==> src/inc/dpg_pkg.sv <==
// Package: register map, reset values and widths of the dual GPIO port block
package dpg_pkg;
  localparam int unsigned DPG_ADDR_W = 8;
  localparam int unsigned DPG_PORT_W = 8;

  // Register addresses
  localparam logic [7:0] DPG_ADDR_P0_DATA  = 8'h80;
  localparam logic [7:0] DPG_ADDR_P1_DATA  = 8'h90;
  localparam logic [7:0] DPG_ADDR_P0_OMODE = 8'ha4;
  localparam logic [7:0] DPG_ADDR_P1_OMODE = 8'ha5;
  localparam logic [7:0] DPG_ADDR_P1_MATCH = 8'hcf;
  localparam logic [7:0] DPG_ADDR_P0_MASK  = 8'hc7;
  localparam logic [7:0] DPG_ADDR_P0_SKIP  = 8'hd4;
  localparam logic [7:0] DPG_ADDR_P1_SKIP  = 8'hd5;
  localparam logic [7:0] DPG_ADDR_P0_MATCH = 8'hd7;
  localparam logic [7:0] DPG_ADDR_P1_MASK  = 8'hbe;
  localparam logic [7:0] DPG_ADDR_P0_IMODE = 8'hf1;
  localparam logic [7:0] DPG_ADDR_P1_IMODE = 8'hf2;

  // Reset values
  localparam logic [7:0] DPG_RST_P0_DATA  = 8'hff;
  localparam logic [7:0] DPG_RST_P1_DATA  = 8'hff;
  localparam logic [7:0] DPG_RST_OMODE    = 8'h00;
  localparam logic [7:0] DPG_RST_MASK     = 8'h00;
  localparam logic [7:0] DPG_RST_SKIP     = 8'h00;
  localparam logic [7:0] DPG_RST_MATCH    = 8'hff;
  localparam logic [7:0] DPG_RST_IMODE    = 8'hff;
  localparam logic [7:0] DPG_RST_ZERO     = 8'h00;

  // Match output stages: sync (2) then registered compare
  localparam int unsigned DPG_SYNC_STAGES = 2;
endpackage : dpg_pkg

==> src/hdl/dpg_pin_cell.sv <==
// Per-port pin driver cell: drive enables, pullups and two-stage input sync
`timescale 1ns/1ps
module dpg_pin_cell
  import dpg_pkg::*;
#(
  parameter int unsigned WIDTH = dpg_pkg::DPG_PORT_W
) (
  input  wire logic             clock,
  input  wire logic             reset,
  input  wire logic [WIDTH-1:0] latch,
  input  wire logic [WIDTH-1:0] input_mode,
  input  wire logic [WIDTH-1:0] output_mode,
  input  wire logic [WIDTH-1:0] force_od,
  input  wire logic             crossbar_enable_bit,
  input  wire logic             weak_pullup_disable,
  input  wire logic [WIDTH-1:0] pin_in,
  output logic      [WIDTH-1:0] pin_out,
  output logic      [WIDTH-1:0] pin_oe,
  output logic      [WIDTH-1:0] pullup_en,
  output logic      [WIDTH-1:0] pin_sync
);
  import dpg_pkg::*;

  logic [WIDTH-1:0] meta_reg;
  logic [WIDTH-1:0] sync_reg;
  logic [WIDTH-1:0] out_reg;
  logic [WIDTH-1:0] oe_reg;
  logic [WIDTH-1:0] pu_reg;
  logic [WIDTH-1:0] out_next;
  logic [WIDTH-1:0] oe_next;
  logic [WIDTH-1:0] pu_next;
  logic [WIDTH-1:0] pushpull;

  // The owning port registers are one byte wide
  if (WIDTH < 1 || WIDTH > 8) begin : g_width_check
    $error("dpg_pin_cell: WIDTH must be 1..8");
  end

  // Drive decision per pin; low driven on digital pins while the crossbar is on, high only in push-pull
  always_comb begin
    pushpull = output_mode & ~force_od & input_mode;          // [RULE9] [RULE10]
    out_next = latch;                                         // [RULE3]
    oe_next  = {WIDTH{crossbar_enable_bit}} & input_mode &    // [RULE17] [RULE8]
               (~latch | pushpull);                           // [RULE6]
    // Pullup only on open-drain digital pins not pulling low
    pu_next  = {WIDTH{~weak_pullup_disable}} & input_mode &   // [RULE18]
               ~pushpull & ~(oe_next & ~latch);               // [RULE18]
  end

  // Register outputs; the first sync stage feeds only the second
  always_ff @(posedge clock or posedge reset) begin
    if (reset) begin
      meta_reg <= '0;
      sync_reg <= '0;
      out_reg  <= '0;
      oe_reg   <= '0;
      pu_reg   <= '0;
    end else begin
      meta_reg <= pin_in;                                     // [RULE19]
      sync_reg <= meta_reg;                                   // [RULE19]
      out_reg  <= out_next;
      oe_reg   <= oe_next;
      pu_reg   <= pu_next;
    end
  end

  assign pin_out   = out_reg;
  assign pin_oe    = oe_reg;
  assign pullup_en = pu_reg;
  assign pin_sync  = sync_reg;
endmodule : dpg_pin_cell

==> src/hdl/dpg_gpio.sv <==
// Dual 8-bit GPIO port: latches, readback, modes, skip bits and port match
//
// Contract
// RULE1 - Unassigned digital pins usable as software GPIO
// RULE2 - Data registers byte and bit accessible
// RULE3 - Written latch value keeps driving pins
// RULE4 - Normal read returns pin levels always
// RULE5 - Read-modify-write reads latch not pins
// RULE6 - Latch 0 drives low; 1 high or float
// RULE7 - Analog pin reads back as zero
// RULE8 - Input mode 0 is analog, disables digital
// RULE9 - Output mode 0 open-drain, 1 push-pull
// RULE10 - Serial bus pins always open-drain
// RULE11 - Skip bit 1 makes crossbar pass pin
// RULE12 - Software skips analog and special pins
// RULE13 - Masked mismatch on either port raises match
// RULE14 - Mask 0 excludes pin from compare
// RULE15 - Match uses pin levels regardless of routing
// RULE16 - Match requests interrupt if enabled, wakes oscillator
// RULE17 - Drivers disabled while crossbar is disabled
// RULE18 - Pullup off when driving low or analog
// RULE19 - Pin inputs pass two sync flip-flops
`timescale 1ns/1ps
module dpg_gpio
  import dpg_pkg::*;
#(
  parameter int unsigned WIDTH = dpg_pkg::DPG_PORT_W
) (
  input  wire logic                               clock,
  input  wire logic                               reset,
  input  wire logic [dpg_pkg::DPG_ADDR_W-1:0]     sfr_addr,
  input  wire logic [7:0]                         sfr_wdata,
  input  wire logic                               sfr_wr,
  input  wire logic                               sfr_rd,
  input  wire logic                               sfr_rmw,
  input  wire logic                               sfr_bit,
  input  wire logic [2:0]                         sfr_bit_sel,
  output logic      [7:0]                         sfr_rdata,
  input  wire logic                               crossbar_enable_bit,
  input  wire logic                               weak_pullup_disable,
  input  wire logic                               match_irq_enable,
  input  wire logic [WIDTH-1:0]                   p0_serial_od,
  input  wire logic [WIDTH-1:0]                   p1_serial_od,
  input  wire logic [WIDTH-1:0]                   p0_pin_in,
  input  wire logic [WIDTH-1:0]                   p1_pin_in,
  output logic      [WIDTH-1:0]                   p0_pin_out,
  output logic      [WIDTH-1:0]                   p0_pin_oe,
  output logic      [WIDTH-1:0]                   p0_pullup_en,
  output logic      [WIDTH-1:0]                   p1_pin_out,
  output logic      [WIDTH-1:0]                   p1_pin_oe,
  output logic      [WIDTH-1:0]                   p1_pullup_en,
  output logic      [WIDTH-1:0]                   port_zero_crossbar_skip,
  output logic      [WIDTH-1:0]                   port_one_crossbar_skip,
  output logic                                    port_match,
  output logic                                    match_irq,
  output logic                                    osc_wake
);
  import dpg_pkg::*;

  // Byte-wide registers and the bit merge cannot serve another port width
  if (WIDTH != 8) begin : g_width_check
    $error("dpg_gpio: WIDTH must be 8 for byte registers");
  end

  // The pin cells carry exactly two synchroniser flip-flops
  if (DPG_SYNC_STAGES != 2) begin : g_sync_check
    $error("dpg_gpio: only two sync stages are built");
  end

  // Register selector; unmapped addresses fall to NONE so writes vanish and reads give zero
  typedef enum logic [3:0] {
    DPG_R_NONE, DPG_R_P0, DPG_R_P1, DPG_R_P0_OM, DPG_R_P1_OM, DPG_R_P0_MK, DPG_R_P1_MK,
    DPG_R_P0_SK, DPG_R_P1_SK, DPG_R_P0_MT, DPG_R_P1_MT, DPG_R_P0_IM, DPG_R_P1_IM
  } dpg_reg_e;

  // Address decode shared by read and write paths
  function automatic dpg_reg_e dpg_decode(input logic [7:0] a);
    case (a)
      DPG_ADDR_P0_DATA:  dpg_decode = DPG_R_P0;
      DPG_ADDR_P1_DATA:  dpg_decode = DPG_R_P1;
      DPG_ADDR_P0_OMODE: dpg_decode = DPG_R_P0_OM;
      DPG_ADDR_P1_OMODE: dpg_decode = DPG_R_P1_OM;
      DPG_ADDR_P0_MASK:  dpg_decode = DPG_R_P0_MK;
      DPG_ADDR_P1_MASK:  dpg_decode = DPG_R_P1_MK;
      DPG_ADDR_P0_SKIP:  dpg_decode = DPG_R_P0_SK;
      DPG_ADDR_P1_SKIP:  dpg_decode = DPG_R_P1_SK;
      DPG_ADDR_P0_MATCH: dpg_decode = DPG_R_P0_MT;
      DPG_ADDR_P1_MATCH: dpg_decode = DPG_R_P1_MT;
      DPG_ADDR_P0_IMODE: dpg_decode = DPG_R_P0_IM;
      DPG_ADDR_P1_IMODE: dpg_decode = DPG_R_P1_IM;
      default:           dpg_decode = DPG_R_NONE;
    endcase
  endfunction : dpg_decode

  // Merge a byte or single-bit write into the old register value
  // Every register takes bit writes; only the data ports need them, elsewhere harmless
  function automatic logic [7:0] dpg_merge(input logic [7:0] old, input logic [7:0] wd,
                                           input logic is_bit, input logic [2:0] sel);
    logic [7:0] r;
    r = old;
    if (is_bit) begin
      r[sel] = wd[0];
    end else begin
      r = wd;
    end
    dpg_merge = r;
  endfunction : dpg_merge

  // Masked pattern mismatch on one port
  function automatic logic dpg_mismatch(input logic [7:0] pins, input logic [7:0] val,
                                        input logic [7:0] mask);
    dpg_mismatch = ((pins & mask) != (val & mask));
  endfunction : dpg_mismatch

  logic [7:0] p0_data_reg;
  logic [7:0] p0_data_next;
  logic [7:0] p1_data_reg;
  logic [7:0] p1_data_next;
  logic [7:0] p0_om_reg;
  logic [7:0] p0_om_next;
  logic [7:0] p1_om_reg;
  logic [7:0] p1_om_next;
  logic [7:0] p0_mk_reg;
  logic [7:0] p0_mk_next;
  logic [7:0] p1_mk_reg;
  logic [7:0] p1_mk_next;
  logic [7:0] p0_sk_reg;
  logic [7:0] p0_sk_next;
  logic [7:0] p1_sk_reg;
  logic [7:0] p1_sk_next;
  logic [7:0] p0_mt_reg;
  logic [7:0] p0_mt_next;
  logic [7:0] p1_mt_reg;
  logic [7:0] p1_mt_next;
  logic [7:0] p0_im_reg;
  logic [7:0] p0_im_next;
  logic [7:0] p1_im_reg;
  logic [7:0] p1_im_next;
  logic [7:0] rdata_reg;
  logic [7:0] rdata_next;
  logic       match_reg;
  logic       match_next;
  logic       irq_reg;
  logic       irq_next;
  logic       wake_reg;
  logic       wake_next;
  logic       p0_miss;
  logic       p1_miss;
  logic [7:0] p0_sync;
  logic [7:0] p1_sync;
  logic [7:0] p0_view;
  logic [7:0] p1_view;
  dpg_reg_e   sel;

  // Register writes; the core's read-modify-write supplies its latch-based result here
  always_comb begin
    sel          = dpg_decode(sfr_addr);
    p0_data_next = p0_data_reg;
    p1_data_next = p1_data_reg;
    p0_om_next   = p0_om_reg;
    p1_om_next   = p1_om_reg;
    p0_mk_next   = p0_mk_reg;
    p1_mk_next   = p1_mk_reg;
    p0_sk_next   = p0_sk_reg;
    p1_sk_next   = p1_sk_reg;
    p0_mt_next   = p0_mt_reg;
    p1_mt_next   = p1_mt_reg;
    p0_im_next   = p0_im_reg;
    p1_im_next   = p1_im_reg;
    if (sfr_wr) begin
      case (sel)
        DPG_R_P0:    p0_data_next = dpg_merge(p0_data_reg, sfr_wdata, sfr_bit, sfr_bit_sel); // [RULE2] [RULE3]
        DPG_R_P1:    p1_data_next = dpg_merge(p1_data_reg, sfr_wdata, sfr_bit, sfr_bit_sel); // [RULE2] [RULE3]
        DPG_R_P0_OM: p0_om_next   = dpg_merge(p0_om_reg, sfr_wdata, sfr_bit, sfr_bit_sel);
        DPG_R_P1_OM: p1_om_next   = dpg_merge(p1_om_reg, sfr_wdata, sfr_bit, sfr_bit_sel);
        DPG_R_P0_MK: p0_mk_next   = dpg_merge(p0_mk_reg, sfr_wdata, sfr_bit, sfr_bit_sel);
        DPG_R_P1_MK: p1_mk_next   = dpg_merge(p1_mk_reg, sfr_wdata, sfr_bit, sfr_bit_sel);
        DPG_R_P0_SK: p0_sk_next   = dpg_merge(p0_sk_reg, sfr_wdata, sfr_bit, sfr_bit_sel); // [RULE11]
        DPG_R_P1_SK: p1_sk_next   = dpg_merge(p1_sk_reg, sfr_wdata, sfr_bit, sfr_bit_sel); // [RULE11]
        DPG_R_P0_MT: p0_mt_next   = dpg_merge(p0_mt_reg, sfr_wdata, sfr_bit, sfr_bit_sel);
        DPG_R_P1_MT: p1_mt_next   = dpg_merge(p1_mt_reg, sfr_wdata, sfr_bit, sfr_bit_sel);
        DPG_R_P0_IM: p0_im_next   = dpg_merge(p0_im_reg, sfr_wdata, sfr_bit, sfr_bit_sel);
        DPG_R_P1_IM: p1_im_next   = dpg_merge(p1_im_reg, sfr_wdata, sfr_bit, sfr_bit_sel);
        default: ;
      endcase
    end
  end

  // Digital view of the pins: analog pins read as zero
  assign p0_view = p0_sync & p0_im_reg;                   // [RULE7] [RULE8]
  assign p1_view = p1_sync & p1_im_reg;                   // [RULE7] [RULE8]

  // Read mux: pins on a plain read, latch on read-modify-write
  // A read and a write in one cycle return the value from before the write
  always_comb begin
    rdata_next = 8'h00;
    if (sfr_rd) begin
      case (dpg_decode(sfr_addr))
        DPG_R_P0:    rdata_next = sfr_rmw ? p0_data_reg : p0_view;  // [RULE4] [RULE5] [RULE1]
        DPG_R_P1:    rdata_next = sfr_rmw ? p1_data_reg : p1_view;  // [RULE4] [RULE5] [RULE1]
        DPG_R_P0_OM: rdata_next = p0_om_reg;
        DPG_R_P1_OM: rdata_next = p1_om_reg;
        DPG_R_P0_MK: rdata_next = p0_mk_reg;
        DPG_R_P1_MK: rdata_next = p1_mk_reg;
        DPG_R_P0_SK: rdata_next = p0_sk_reg;
        DPG_R_P1_SK: rdata_next = p1_sk_reg;
        DPG_R_P0_MT: rdata_next = p0_mt_reg;
        DPG_R_P1_MT: rdata_next = p1_mt_reg;
        DPG_R_P0_IM: rdata_next = p0_im_reg;
        DPG_R_P1_IM: rdata_next = p1_im_reg;
        default:     rdata_next = 8'h00;
      endcase
    end
  end

  // Match is a level; it follows pins until the pattern matches again
  always_comb begin
    p0_miss    = dpg_mismatch(p0_view, p0_mt_reg, p0_mk_reg);      // [RULE13] [RULE14] [RULE15]
    p1_miss    = dpg_mismatch(p1_view, p1_mt_reg, p1_mk_reg);      // [RULE13] [RULE14] [RULE15]
    match_next = p0_miss | p1_miss;                                // [RULE13]
    irq_next   = match_next & match_irq_enable;                    // [RULE16]
    wake_next  = match_next;                                       // [RULE16]
  end

  // State registers
  // Reset values come from the package so every user of the map agrees
  always_ff @(posedge clock or posedge reset) begin
    if (reset) begin
      p0_data_reg <= DPG_RST_P0_DATA;
      p1_data_reg <= DPG_RST_P1_DATA;
      p0_om_reg   <= DPG_RST_OMODE;
      p1_om_reg   <= DPG_RST_OMODE;
      p0_mk_reg   <= DPG_RST_MASK;
      p1_mk_reg   <= DPG_RST_MASK;
      p0_sk_reg   <= DPG_RST_SKIP;
      p1_sk_reg   <= DPG_RST_SKIP;
      p0_mt_reg   <= DPG_RST_MATCH;
      p1_mt_reg   <= DPG_RST_MATCH;
      p0_im_reg   <= DPG_RST_IMODE;
      p1_im_reg   <= DPG_RST_IMODE;
      rdata_reg   <= DPG_RST_ZERO;
      match_reg   <= 1'b0;
      irq_reg     <= 1'b0;
      wake_reg    <= 1'b0;
    end else begin
      p0_data_reg <= p0_data_next;
      p1_data_reg <= p1_data_next;
      p0_om_reg   <= p0_om_next;
      p1_om_reg   <= p1_om_next;
      p0_mk_reg   <= p0_mk_next;
      p1_mk_reg   <= p1_mk_next;
      p0_sk_reg   <= p0_sk_next;
      p1_sk_reg   <= p1_sk_next;
      p0_mt_reg   <= p0_mt_next;
      p1_mt_reg   <= p1_mt_next;
      p0_im_reg   <= p0_im_next;
      p1_im_reg   <= p1_im_next;
      rdata_reg   <= rdata_next;
      match_reg   <= match_next;
      irq_reg     <= irq_next;
      wake_reg    <= wake_next;
    end
  end

  // Pin cells; outputs lag register writes by one cycle
  // Crossbar enable and pullup disable are global, so both ports share them
  dpg_pin_cell #(.WIDTH(WIDTH)) u_port0 (
    .clock               (clock),
    .reset               (reset),
    .latch               (p0_data_reg),
    .input_mode          (p0_im_reg),
    .output_mode         (p0_om_reg),
    .force_od            (p0_serial_od),                   // [RULE10]
    .crossbar_enable_bit (crossbar_enable_bit),            // [RULE17]
    .weak_pullup_disable (weak_pullup_disable),
    .pin_in              (p0_pin_in),
    .pin_out             (p0_pin_out),
    .pin_oe              (p0_pin_oe),
    .pullup_en           (p0_pullup_en),
    .pin_sync            (p0_sync)                         // [RULE19]
  );

  dpg_pin_cell #(.WIDTH(WIDTH)) u_port1 (
    .clock               (clock),
    .reset               (reset),
    .latch               (p1_data_reg),
    .input_mode          (p1_im_reg),
    .output_mode         (p1_om_reg),
    .force_od            (p1_serial_od),                   // [RULE10]
    .crossbar_enable_bit (crossbar_enable_bit),            // [RULE17]
    .weak_pullup_disable (weak_pullup_disable),
    .pin_in              (p1_pin_in),
    .pin_out             (p1_pin_out),
    .pin_oe              (p1_pin_oe),
    .pullup_en           (p1_pullup_en),
    .pin_sync            (p1_sync)                         // [RULE19]
  );

  // Outputs straight from flip-flops
  assign sfr_rdata               = rdata_reg;
  assign port_zero_crossbar_skip = p0_sk_reg;              // [RULE11]
  assign port_one_crossbar_skip  = p1_sk_reg;
  assign port_match              = match_reg;
  assign match_irq               = irq_reg;
  assign osc_wake                = wake_reg;
endmodule : dpg_gpio

==> config.mk <==
export PLATFORM = sky130hd
export DESIGN_NAME = dpg_gpio
export DESIGN_NICKNAME = d
export VERILOG_FILES = /design/src/inc/dpg_pkg.sv /design/src/hdl/dpg_pin_cell.sv /design/src/hdl/dpg_gpio.sv
export SDC_FILE = /design/constraint.sdc
export NUM_CORES = 1
export LEC_CHECK = 0
export CAP_MARGIN = 20
export CORE_ASPECT_RATIO = 0.9
export CORE_MARGIN = 2
export CORE_UTILIZATION = 60
export CTS_BUF_LIST = sky130_fd_sc_hd__clkbuf_8
export CTS_CLUSTER_SIZE = 24
export DETAILED_ROUTE_END_ITERATION = 12
export DONT_BUFFER_PORTS = 1
export PLACE_DENSITY_LB_ADDON = 0.2
export SLEW_MARGIN = 20
export SYNTH_ARGS = -nofsm -noshare
export SYNTH_HDL_FRONTEND = slang
export SYNTH_SLANG_ARGS = --single-unit
==> constraint.sdc <==
create_clock -name clock -period 6.3 [get_ports clock]
set_clock_uncertainty 0.2 [all_clocks]
set_input_delay 1.26 -clock clock [delete_from_list [all_inputs] [get_ports clock]]
set_output_delay 1.26 -clock clock [all_outputs]
set_load 0.02 [all_outputs]
# ---- Word level (Yosys, flattened, before mapping)
# Index checks and enable logic that the tools add are counted.
dict set report totals {
  regBits 186
  input_bits 60
  out_inout_bits 75
}
dict set report op_classes {
  n_lt_le_gt_ge 2
  n_eq_ne 38
  muxes 32
  bitwise_logic 35
  reduce_logical 13
}
# operator n
set ops {}
lappend ops {{AND 8 bit} 22}
lappend ops {{two-way mux 8 bit} 15}
lappend ops {{bitwise mux 8 bit} 12}
lappend ops {{== test 8 bit (second input constant)} 12}
lappend ops {{case mux 8 bit (12 select lines)} 1}
lappend ops {{inverter 8 bit} 8}
lappend ops {{case mux 4 bit (12 select lines)} 1}
lappend ops {{== test 4 bit (second input constant)} 10}
lappend ops {{== test 4 x 3 -> 1 bit (second input constant)} 8}
lappend ops {{AND reduction 2 bit} 12}
lappend ops {{== test 4 x 2 -> 1 bit (second input constant)} 4}
lappend ops {{!= test 8 bit} 2}
lappend ops {{bitwise OR 8 bit} 2}
lappend ops {{== test 4 x 1 -> 1 bit (second input constant)} 2}
lappend ops {{< comparator 3 x 4 -> 1 bit (second input constant)} 1}
lappend ops {{two-way mux 4 bit} 1}
lappend ops {{demux 1 bit (select 3 bit)} 1}
lappend ops {{greater-or-equal comparator 3 x 1 -> 1 bit (second input constant)} 1}
lappend ops {{AND 1 bit} 1}
lappend ops {{logical AND 1 bit} 1}
lappend ops {{two-way mux 1 bit} 1}
lappend ops {{inverter 1 bit} 1}
lappend ops {{bitwise OR 1 bit} 1}

# ---- Longest topological paths before layout
# Gate-level depths: netlist (run 1).
dict set report logic_depth {
  ltp_word 8
  depth_mapped 7
  ltp_nobuf 5
}

# ---- By module
# A second synthesis (run 1) with hierarchy kept.
dict set report unflattened {
  cells_unflattened 824
  hier_area_um2 8798.4
}
# module instances cells_each area_each_um2
set modules_own_cells {}
lappend modules_own_cells {dpg_gpio 1 660 6266.0}
lappend modules_own_cells {dpg_pin_cell 2 82 1266.2}

# ---- Least setup slack after synthesis (run 1)
# OpenSTA, ideal clock, no wires.
dict set report synth_path {
  path_kind {in2reg}
  from {input port sfr_addr[0] (netlist bit)}
  to {register p1_data_reg[7]}
  arrival_ps 2874
  required_ps 6015
  setup_slack_ps 3142
  cell_stages 7
  path_buffers 2
  path_cell_list {buf_2 or4b_4 nor4_4 buf_4 nand3_4 nor2_1 mux2_1}
}
dict set report synth_between {
  elab_chain_cells 4
}
# element line
set synth_lines {}
lappend synth_lines {{start: declaration} dpg_gpio.sv:31} ;# input wire logic [dpg_pkg::DPG_ADDR_W-1:0] sfr_addr,
lappend synth_lines {{== test 8 bit} dpg_gpio.sv:78} ;# case (a)
lappend synth_lines {{case mux 4 bit (12 select lines) *} dpg_gpio.sv:78}
lappend synth_lines {{== test 4 x 2 -> 1 bit *} dpg_gpio.sv:171} ;# case (sel)
lappend synth_lines {{AND reduction 2 bit (no source line) *} n/a}
lappend synth_lines {{end signal: assignment} dpg_gpio.sv:247} ;# p1_data_reg <= p1_data_next;
lappend synth_lines {{end: declaration} dpg_gpio.sv:117} ;# logic [7:0] p1_data_reg;
# Every way passes the cells marked *; elsewhere a longest branch is shown, timed or not.
# A chain may end at the register's enable or synchronous reset.

# ---- Final worst setup path (run 1)
dict set report layout_path {
  from {input port sfr_addr[0] (netlist bit)}
  to {register p0_im_reg[2]}
}
dict set report layout_between {
  elab_chain_cells 4
}
# element line
set layout_lines {}
lappend layout_lines {{== test 8 bit} dpg_gpio.sv:78}
lappend layout_lines {{case mux 4 bit (12 select lines) *} dpg_gpio.sv:78}
lappend layout_lines {{== test 4 bit *} dpg_gpio.sv:171}
lappend layout_lines {{AND reduction 2 bit (no source line) *} n/a}
lappend layout_lines {{end signal: assignment} dpg_gpio.sv:256} ;# p0_im_reg <= p0_im_next;
lappend layout_lines {{end: declaration} dpg_gpio.sv:135} ;# logic [7:0] p0_im_reg;
# Marks and branches as above.

==> results.txt, run 1 <==
----------------------------------------------------
[Outcome]
  Status ... finished, final reports clean

[Final layout]
  Area growth from synthesis to layout ... 6.81%
  Total of fill cells in the finished design ... 1099
  Proportion of layout cells with a drive suffix above 1 ... 0.243
  Number of diodes added for antenna fixing ... 0
  Net total in the final layout ... 814
  Final design utilization ... 0.650
  Final std cells w/o fill ... 960

[Floorplan]
  Height of the die ... 117 um
  Core Footprint ... 13900 um^2
  Effective utilization at floorplan ... 0.608
  Total Die Area ... 15100 um^2
  Width of the die ... 129 um
  I/O pin total ... 135
  Core Rows ... 41

[Global routing]
  Overflow after GRT ... 0
  Global router's overall resource usage ... 0.339
  Wire length of the first global-routing pass ... 36800 um
  Maximum number of pins on one net before global-route repair ... 187
  Vias in the first global route ... 5863
  Initial antenna violation count ... 0

[STA]
  Tmin final ... 3.31 ns
  Worst hold-check slack ... 0.155 ns
  Setup TNS ... 0 ns
  Relative slew slack ... 0.243
  Setup violators final ... 0
  Count of final hold-check violations ... 0
  Setup repair after global routing missed its margin ... no
  Period Utilization, post-route ... 0.525
  Tightest Pin Transition ... 1.12 ns
  Fin worst setup slack ... 2.99 ns
  Fmax ... 302 MHz
  Slew Limit Fails ... 0

[CTS]
  Inserted Clock Buffers ... 17
  CTS Sinks ... 186
  Latest clock arrival within the worst-skew pair ... 0.47 ns
  Clock tree from TritonCTS ... yes
  Clk buf depth ... 2
  Clock-pin slew reported for the worst setup and hold paths after clock tree synthesis ... 0.09 ns
  Post-CTS setup repair buffer count ... 0
  Clock root buffer ... sky130_fd_sc_hd__clkbuf_8
  Number of hold buffers added after CTS ... 0
  Number of instances resized during post-cts repair ... 0
  Htree depth ... 4

[Worst setup path]
  Startpoint kind of the worst setup timing path ... input pin
  Critical path peak fanout ... 10
  CP Data Required Time ... 6.51 ns
  CP Data Arrival Time ... 3.52 ns
  Type of the setup path with the least slack ... in2reg
  CP endpoint kind ... register

[Route]
  Violation count after the first detailed-routing iteration ... 655
  DRT Pass-1 Iters ... 5
  WL per Instance ... 25.9 um
  Antenna Nets Post-Route ... 0
  Remaining DRCs ... 0
  Avg Vias per Cell ... 6.45
  Vias ... 6194
  Total Routed Length ... 24900 um

[Logic synthesis]
  Sequential element share of the synthesized area ... 0.558
  Post-synthesis instance area ... 8450 um^2
  Number of synthesized register bits ... 186
  Number of enable-type register cells in the synthesized netlist ... 0
  Cell count after synthesis ... 767
  Most used flip-flop cell after synthesis ... sky130_fd_sc_hd__dfrtp_1
  Async set or reset register ratio after synthesis ... 1.00
  Number of distinct library cell variants in the gate-level netlist after synthesis ... 54
  Syn. warnings ... 0
  Post-synth net total ... 827
  Mapped Avg Cell Area ... 11.0 um^2

[Power]
  Internal Dissipation ... 1.62 mW
  Switching portion of total power ... 0.250
  Power density over the cells ... 240 nW/um^2
  Maximum vdd ir drop ... 0.199 mV
  Leakage dissipation ... 3.85 nW
  Clk network pwr share ... 0.370
  Power dissipated by switching net loads ... 541 uW
  Sequential Power Share ... 0.580
  Combinational group share of total power ... 0.051

[Placed design]
  DP Cell Count ... 928
  Number of buffers added on ports ... 0
  Gp weighted congestion ... 0.925
  Final HPWL from detailed placement ... 16500 um
  Post-Place Worst Slack ... 2.60 ns

[Run]
  Max-Cap Viols ... 0

[Worst hold path]
  Worst min path class ... reg2reg

----------------------------------------------------
## power by group through the flow
| stage | Sequential, mW | Clock (mW) | Combinational [mW] |
|---|---|---|---|
| 6_report | 1.25 | 0.800 | 0.110 |
| 4_1_cts | 1.25 | 0.810 | 0.108 |
| 5_1_grt | 1.26 | 0.861 | 0.120 |
| 3_3_place_gp | 1.28 | 0 | 0.106 |
| 2_1_floorplan | 1.27 | 0 | 0.0925 |
| 3_5_place_dp | 1.28 | 0 | 0.108 |
## cell type report
class	count	area (um^2)	share of cell area
Clock buffer	18	248	0.0274
Clock inverter	14	145	0.0161
Inverter	27	105	0.0116
Multi-Input combinational cell	512	3490	0.386
Sequential cell	186	4710	0.522
Tap cell	193	241	0.0267
Timing Repair Buffer	10	87.6	0.00970
## metal layers
layer,vias up,share of wire,track usage
met2,331,0.44,0.494
met4,0,0.028,0.121
met5,-,0,0
li1,2665,-,-
met3,49,0.099,0.0957
met1,3149,0.43,0.488
## critical path: stages
cell and delay (ns):
sky130_fd_sc_hd__nor2b_1 0.66, sky130_fd_sc_hd__and3b_1 0.45, sky130_fd_sc_hd__nand2_1 0.51, sky130_fd_sc_hd__nor2_1 0.28, sky130_fd_sc_hd__mux2_2 0.35
## Yosys cell counts, drive strengths merged (16+ instances only)
master,count,area (um^2)
o211ai,16,120
mux2,98,1100
nor2,103,387
nand2b,17,106
nand2,66,255
clkbuf,34,128
dfrtp,138,3450
a22oi,19,143
a21oi,46,230
o21ai,18,90.1
dfstp,48,1260
nand3b,18,135
inv,26,97.6
## cells by family (layout without fill, tap and decap cells)
family | count (synthesis) | count (layout) | share of synthesized area
AO/OA/AOI/OAI | 143 | 143 | 0.109
XOR/XNOR | 13 | 13 | 0.0135
buffers and inverters | 69 | 69 | 0.0331
flip-flops | 186 | 186 | 0.558
multiplexers | 106 | 106 | 0.140
AND/OR/NAND/NOR | 250 | 250 | 0.147
## placed cells by master, fill, tap and decap left out, drive strengths merged, types with 3 or more instances in the layout
cell type and count:
a32oi 5, o22ai 11, and3b 4, and2 4, mux2 98, o21ai 18, and4b 3, a21oi 46
a221oi 4, dfrtp 138, buf 10, xnor2 12, dfstp 48, a22oi 19, nand3 9, nand3b 18
clkbuf 18, nand2b 17, nor2b 7, clkinvlp 6, o211ai 16, a21boi 3, nand4 5, nor2 103
mux2i 8, nor4bb 3, a31oi 10, clkinv 3, inv 30, nand2 66
## path summary, 6_finish.rpt
check | end | start | depth (start not counted) | slack, ns
setup / recovery | p0_im_reg[2] | sfr_addr[0] | 5 | 2.99
hold / removal | u_port0.pin_sync[0] | u_port0.meta_reg[0] | 0 | 0.16
setup reg to reg | osc_wake | p0_im_reg[1] | 5 | 3.87
hold reg to reg | u_port0.pin_sync[0] | u_port0.meta_reg[0] | 0 | 0.16
max in group asynchronous | port_one_crossbar_skip[5] | reset | 2 | 4.41
min in group asynchronous | p1_om_reg[4] | reset | 2 | 0.71
## through the flow
step	power [mW]	area (um^2)
after floorplan	1.36	8460
after global placement	1.38	8610
after detailed placement	1.38	8620
after CTS	2.17	9010
after global routing	2.24	9030
final	2.17	9030
Power figures use the tool's default switching activity.
==> inputs of run 2 (changes only) <==
Settings changed: CORE_UTILIZATION 60 to 64.
Clock period 6.3 ns to 3.4 ns, I/O delays scaled along.
==> results.txt, run 2 (same netlist as run 1, synthesis figures left out) <==
----------------------------------------------------
[STA]
  Count of final hold-check violations ... 0
  Period Utilization, post-route ... 0.742
  Tightest Pin Transition ... 1.14 ns
  Setup repair after global routing missed its margin ... no
  Slew Limit Fails ... 0
  Setup TNS ... 0 ns
  Relative slew slack ... 0.233
  Setup violators final ... 0
  Fmax ... 396 MHz
  Tmin final ... 2.52 ns

[Final layout]
  Number of diodes added for antenna fixing ... 0
  Top library cells by usage in the layout, fill and taps aside ... sky130_fd_sc_hd__dfrtp_1, sky130_fd_sc_hd__nor2_1, sky130_fd_sc_hd__mux2_2, sky130_fd_sc_hd__nand2_1, sky130_fd_sc_hd__dfstp_2
  Area growth from synthesis to layout ... 8.12%
  Proportion of layout cells with a drive suffix above 1 ... 0.256
  Final std cells w/o fill ... 953
  Final design utilization ... 0.715
  Net total in the final layout ... 836
  Most frequent standard cell in the layout excluding fill and tap cells ... sky130_fd_sc_hd__dfrtp_1

[CTS]
  Clock-pin slew reported for the worst setup and hold paths after clock tree synthesis ... 0.10 ns
  Clock root buffer ... sky130_fd_sc_hd__clkbuf_8
  Post-CTS setup repair buffer count ... 0
  Clk buf depth ... 2
  Htree depth ... 4
  Clock tree from TritonCTS ... yes
  Inserted Clock Buffers ... 17
  Latest clock arrival within the worst-skew pair ... 0.47 ns
  CTS Sinks ... 186

[Run]
  Max-Cap Viols ... 0

[Worst setup path]
  Critical path peak fanout ... 10
  Crit path largest cell delay ... 0.53 ns
  Sequence of cells on the critical path ... or4b_4 > nor4_4 > buf_4 > nand2_4 > nor2_1 > mux2_1
  Cell at the slowest stage of the critical path ... sky130_fd_sc_hd__or4b_4
  Cells on worst reg2reg path ... 5
  Startpoint kind of the worst setup timing path ... input pin
  CP Data Arrival Time ... 2.72 ns
  CP Data Required Time ... 3.59 ns
  CP endpoint kind ... register
  Type of the setup path with the least slack ... in2reg

[Global routing]
  GRT busiest layer ... met2
  Wire length of the first global-routing pass ... 37000 um
  GR met2 Demand/Resource ... 0.524
  Vias in the first global route ... 6301
  GR met1 Demand/Resource ... 0.492
  Overflow after GRT ... 0
  GR Layer Usage met3 ... 0.101
  Global router's overall resource usage ... 0.352
  Maximum number of pins on one net before global-route repair ... 74
  Initial antenna violation count ... 0

[Route]
  Violation count after the first detailed-routing iteration ... 656
  Total Routed Length ... 24200 um
  Vias ... 6308
  Avg Vias per Cell ... 6.62
  DRT Pass-1 Iters ... 5
  WL per Instance ... 25.4 um
  Remaining DRCs ... 0
  Antenna Nets Post-Route ... 0

[Placed design]
  Final HPWL from detailed placement ... 16800 um
  Gp weighted congestion ... 0.953
  DP Cell Count ... 920
  Number of buffers added on ports ... 0

[Floorplan]
  Height of the die ... 113 um
  Core Footprint ... 12800 um^2
  Total Die Area ... 14100 um^2
  I/O pin total ... 135
  Effective utilization at floorplan ... 0.661
  Core Rows ... 39
  Width of the die ... 125 um

[Power]
  Maximum vdd ir drop ... 0.392 mV
  Power dissipated by switching net loads ... 999 uW
  Clk network pwr share ... 0.364
  Leakage dissipation ... 3.97 nW
  Sequential Power Share ... 0.582
  Combinational group share of total power ... 0.054
  Switching portion of total power ... 0.250
  Internal Dissipation ... 2.99 mW
  Power density over the cells ... 437 nW/um^2
  Final total power ... 3.99 mW

[Outcome]
  Status ... finished, final reports clean

[Worst hold path]
  Worst min path class ... in2reg
  Depth of the worst hold-timing path ... 0

----------------------------------------------------
run 2: changes by cell type in the layout (fill, tap and decap cells not counted), sizes merged, moves of 2 or more:
cell	before	now
clkinvlp	6	4
clkbuf	18	20
buf	10	31
clkinv	3	5
run 2: path summary, 6_finish.rpt:
| path | from | end | slack, ns |
|---|---|---|---|
| worst min register to register | u_port0.meta_reg[4] | u_port0.pin_sync[4] | 0.15 |
| worst min-delay path | p1_pin_in[5] | u_port1.meta_reg[5] | 0.03 |
| worst max register to register | p0_mt_reg[1] | osc_wake | 1.06 |
| worst max-delay path | sfr_addr[1] | p0_data_reg[3] | 0.88 |
| min in group asynchronous | reset | sfr_rdata[5] | 0.60 |
| max in group asynchronous | reset | p0_im_reg[7] | 1.56 |
run 2: power groups by stage:
stage	clock network (mW)	registers, mW	logic (mW)
2_1_floorplan	0	2.35	0.171
3_3_place_gp	0	2.36	0.209
3_5_place_dp	0	2.37	0.214
4_1_cts	1.47	2.32	0.216
5_1_grt	1.55	2.33	0.235
6_report	1.45	2.33	0.216
run 2: per-layer routing:
metal | vias up | wire, um
met2 | 399 | 11000
met4 | 0 | 819
li1 | 2707 | -
met1 | 3142 | 9850
met5 | - | 0
met3 | 60 | 2620
run 2: what timing repair did:
action	in CTS	in global routing
gates resized for setup	0	0
hold endpoints to repair	13	0
hold buffers	1	0
run 2: cell type report:
| class | count | area (um^2) |
|---|---|---|
| clock buffer | 20 | 275 |
| clock inverter | 12 | 114 |
| fill | 932 | 3640 |
| inverter | 27 | 105 |
| multi-input combinational | 512 | 3460 |
| sequential | 186 | 4710 |
| tap | 164 | 205 |
| timing repair buffer | 32 | 268 |
run 2: critical path: cells and delay by family:
| family | cells | cell delay, ns |
|---|---|---|
| buf+inv | 1 | 0.32 |
| mux | 1 | 0.34 |
| simple gates | 4 | 1.37 |
run 2: metrics by stage:
step	worst slack (ns)	hold slack [ns]	cell area, um^2
global placement	0.479	0.132	8740
detailed placement	0.487	0.135	8740
CTS	0.955	0.0146	9140
floorplan	0.167	0.131	8460
finish	0.878	0.0309	9140
global route	0.874	0.00370	9140
==> inputs of run 3 (changes only) <==
Settings changed: CORE_UTILIZATION 64 to 60.
Clock period 3.4 ns to 2.2 ns, I/O delays scaled along.
==> results.txt, run 3 (same netlist as run 1, synthesis figures left out) <==
----------------------------------------------------
[CTS]
  Clock tree from TritonCTS ... yes
  CTS Sinks ... 186
  Clock root buffer ... sky130_fd_sc_hd__clkbuf_8
  Post-CTS setup repair buffer count ... 0
  Inserted Clock Buffers ... 17
  Clock-pin slew reported for the worst setup and hold paths after clock tree synthesis ... 0.10 ns
  Clk buf depth ... 2
  Latest clock arrival within the worst-skew pair ... 0.46 ns
  Htree depth ... 4

[Worst setup path]
  Family with the most delay on the worst path ... compound AO/OA/AOI/OAI gates
  Startpoint kind of the worst setup timing path ... register
  CP Data Required Time ... 2.35 ns
  Cell at the slowest stage of the critical path ... sky130_fd_sc_hd__dfstp_2
  CP Data Arrival Time ... 2.34 ns
  Critical path peak fanout ... 2
  Type of the setup path with the least slack ... reg2reg
  CP endpoint kind ... register
  Crit path largest cell delay ... 0.53 ns
  Sequence of cells on the critical path ... and3b_1 > o21ai_1 > buf_4 > o2111ai_4 > a2111o_1 > or3_1
  Buffers and inverters on the worst path ... 1

[STA]
  Count of final hold-check violations ... 0
  Tightest Pin Transition ... 0.901 ns
  Relative slew slack ... 0.397
  Setup TNS ... 0 ns
  Fmax ... 456 MHz
  Period Utilization, post-route ... 0.998
  Tmin final ... 2.20 ns
  Setup repair after global routing missed its margin ... yes
  Slew Limit Fails ... 0
  Setup violators final ... 0

[Global routing]
  Wire length of the first global-routing pass ... 37900 um
  Initial antenna violation count ... 0
  Global router's overall resource usage ... 0.348
  Vias in the first global route ... 6366
  Overflow after GRT ... 0
  Maximum number of pins on one net before global-route repair ... 45

[Final layout]
  Multi-input gate area in the final layout ... 3570 um^2
  Net total in the final layout ... 918
  Final instance area ... 10000 um^2
  Number of diodes added for antenna fixing ... 0
  Most frequent standard cell in the layout excluding fill and tap cells ... sky130_fd_sc_hd__dfrtp_1
  FF/Latch Area ... 4710 um^2
  Total of fill cells in the finished design ... 1023
  Area growth from synthesis to layout ... 18.7%
  Proportion of layout cells with a drive suffix above 1 ... 0.296
  Top library cells by usage in the layout, fill and taps aside ... sky130_fd_sc_hd__dfrtp_1, sky130_fd_sc_hd__nor2_1, sky130_fd_sc_hd__mux2_2, sky130_fd_sc_hd__buf_4, sky130_fd_sc_hd__nand2_1
  Final design utilization ... 0.722

[Route]
  Remaining DRCs ... 0
  Avg Vias per Cell ... 6.17
  DRT Pass-1 Iters ... 5
  WL per Instance ... 24.0 um
  Violation count after the first detailed-routing iteration ... 534
  Antenna Nets Post-Route ... 0
  Vias ... 6561
  Total Routed Length ... 25600 um

[Power]
  Final total power ... 6.30 mW
  Maximum vdd ir drop ... 0.736 mV
  Switching portion of total power ... 0.245
  Internal Dissipation ... 4.76 mW
  Power dissipated by switching net loads ... 1.54 mW
  Clk network pwr share ... 0.358
  Leakage dissipation ... 4.36 nW
  Combinational group share of total power ... 0.072
  Power density over the cells ... 627 nW/um^2
  Sequential Power Share ... 0.570

[Floorplan]
  Total Die Area ... 15100 um^2
  Width of the die ... 129 um
  I/O pin total ... 135
  Height of the die ... 117 um
  Core Footprint ... 13900 um^2
  Core Rows ... 41
  Effective utilization at floorplan ... 0.608

[Placed design]
  Number of buffers added on ports ... 0
  Final HPWL from detailed placement ... 18200 um
  Total cell area at the placement stage ... 9220 um^2
  Gp weighted congestion ... 0.979

[Run]
  Max-Cap Viols ... 0

[Outcome]
  Status ... finished, final reports clean

[Worst hold path]
  Worst min path class ... in2reg

----------------------------------------------------
[run 3: stage by stage]
stage	setup WS [ns]	hold WS, ns	cells
after global placement	-0.161	0.133	992
after CTS	0.00870	0.0329	1064
after floorplan	-0.793	0.131	767
after detailed placement	-0.116	0.136	993
final	0.00463	0.0630	1064
after global routing	-0.0534	0.0445	1064
[run 3: power groups by stage]
stage | Sequential (mW) | Combinational [mW] | Clock (mW)
after global routing | 3.60 | 0.484 | 2.45
after detailed placement | 3.65 | 0.370 | 0
after floorplan | 3.63 | 0.276 | 0
after global placement | 3.65 | 0.361 | 0
after CTS | 3.59 | 0.448 | 2.29
final | 3.59 | 0.453 | 2.25
[run 3: final timing paths]
kind / from / to / slack, ns / cells after the start
max in group asynchronous: reset / p0_mt_reg[6] / 0.85 / 3
max: p1_mt_reg[4] / osc_wake / 0.005 / 6
min reg2reg: u_port0.meta_reg[5] / u_port0.pin_sync[5] / 0.16 / 0
min in group asynchronous: reset / u_port0.pin_oe[2] / 0.29 / 2
min: crossbar_enable_bit / u_port1.pin_oe[1] / 0.06 / 3
max reg2reg: p1_mt_reg[4] / osc_wake / 0.005 / 6
[run 3: worst reg2reg max path, stage by stage, from the launching register on]
cell                        delay [ns]
sky130_fd_sc_hd__dfstp_2          0.53
sky130_fd_sc_hd__and3b_1          0.16
sky130_fd_sc_hd__o21ai_1          0.18
sky130_fd_sc_hd__buf_4            0.15
sky130_fd_sc_hd__o2111ai_4        0.14
sky130_fd_sc_hd__a2111o_1         0.41
sky130_fd_sc_hd__or3_1            0.31
[run 3: cell type report]
class / count / area share
Sequential cell: 186 / 0.470
Clock inverter: 13 / 0.0128
Inverter: 27 / 0.0105
Multi-Input combinational cell: 512 / 0.356
Tap cell: 193 / 0.0241
Timing Repair Buffer: 114 / 0.101
Clock buffer: 19 / 0.0261
[run 3: layer usage]
layer | wire length (um) | vias to the layer above | GRT usage
li1 | - | 2870 | -
met1 | 11100 | 3325 | 0.487
met2 | 11700 | 322 | 0.536
met3 | 2160 | 44 | 0.0948
met4 | 594 | 0 | 0.100
met5 | 0 | - | 0
[run 3: what timing repair did]
item                                   4_1_cts  5_1_grt
pin swaps                                    0        2
resized for setup                            1        5
setup endpoints to repair                    2        2
hold buffers                                39        0
endpoints found under the hold margin       86        0
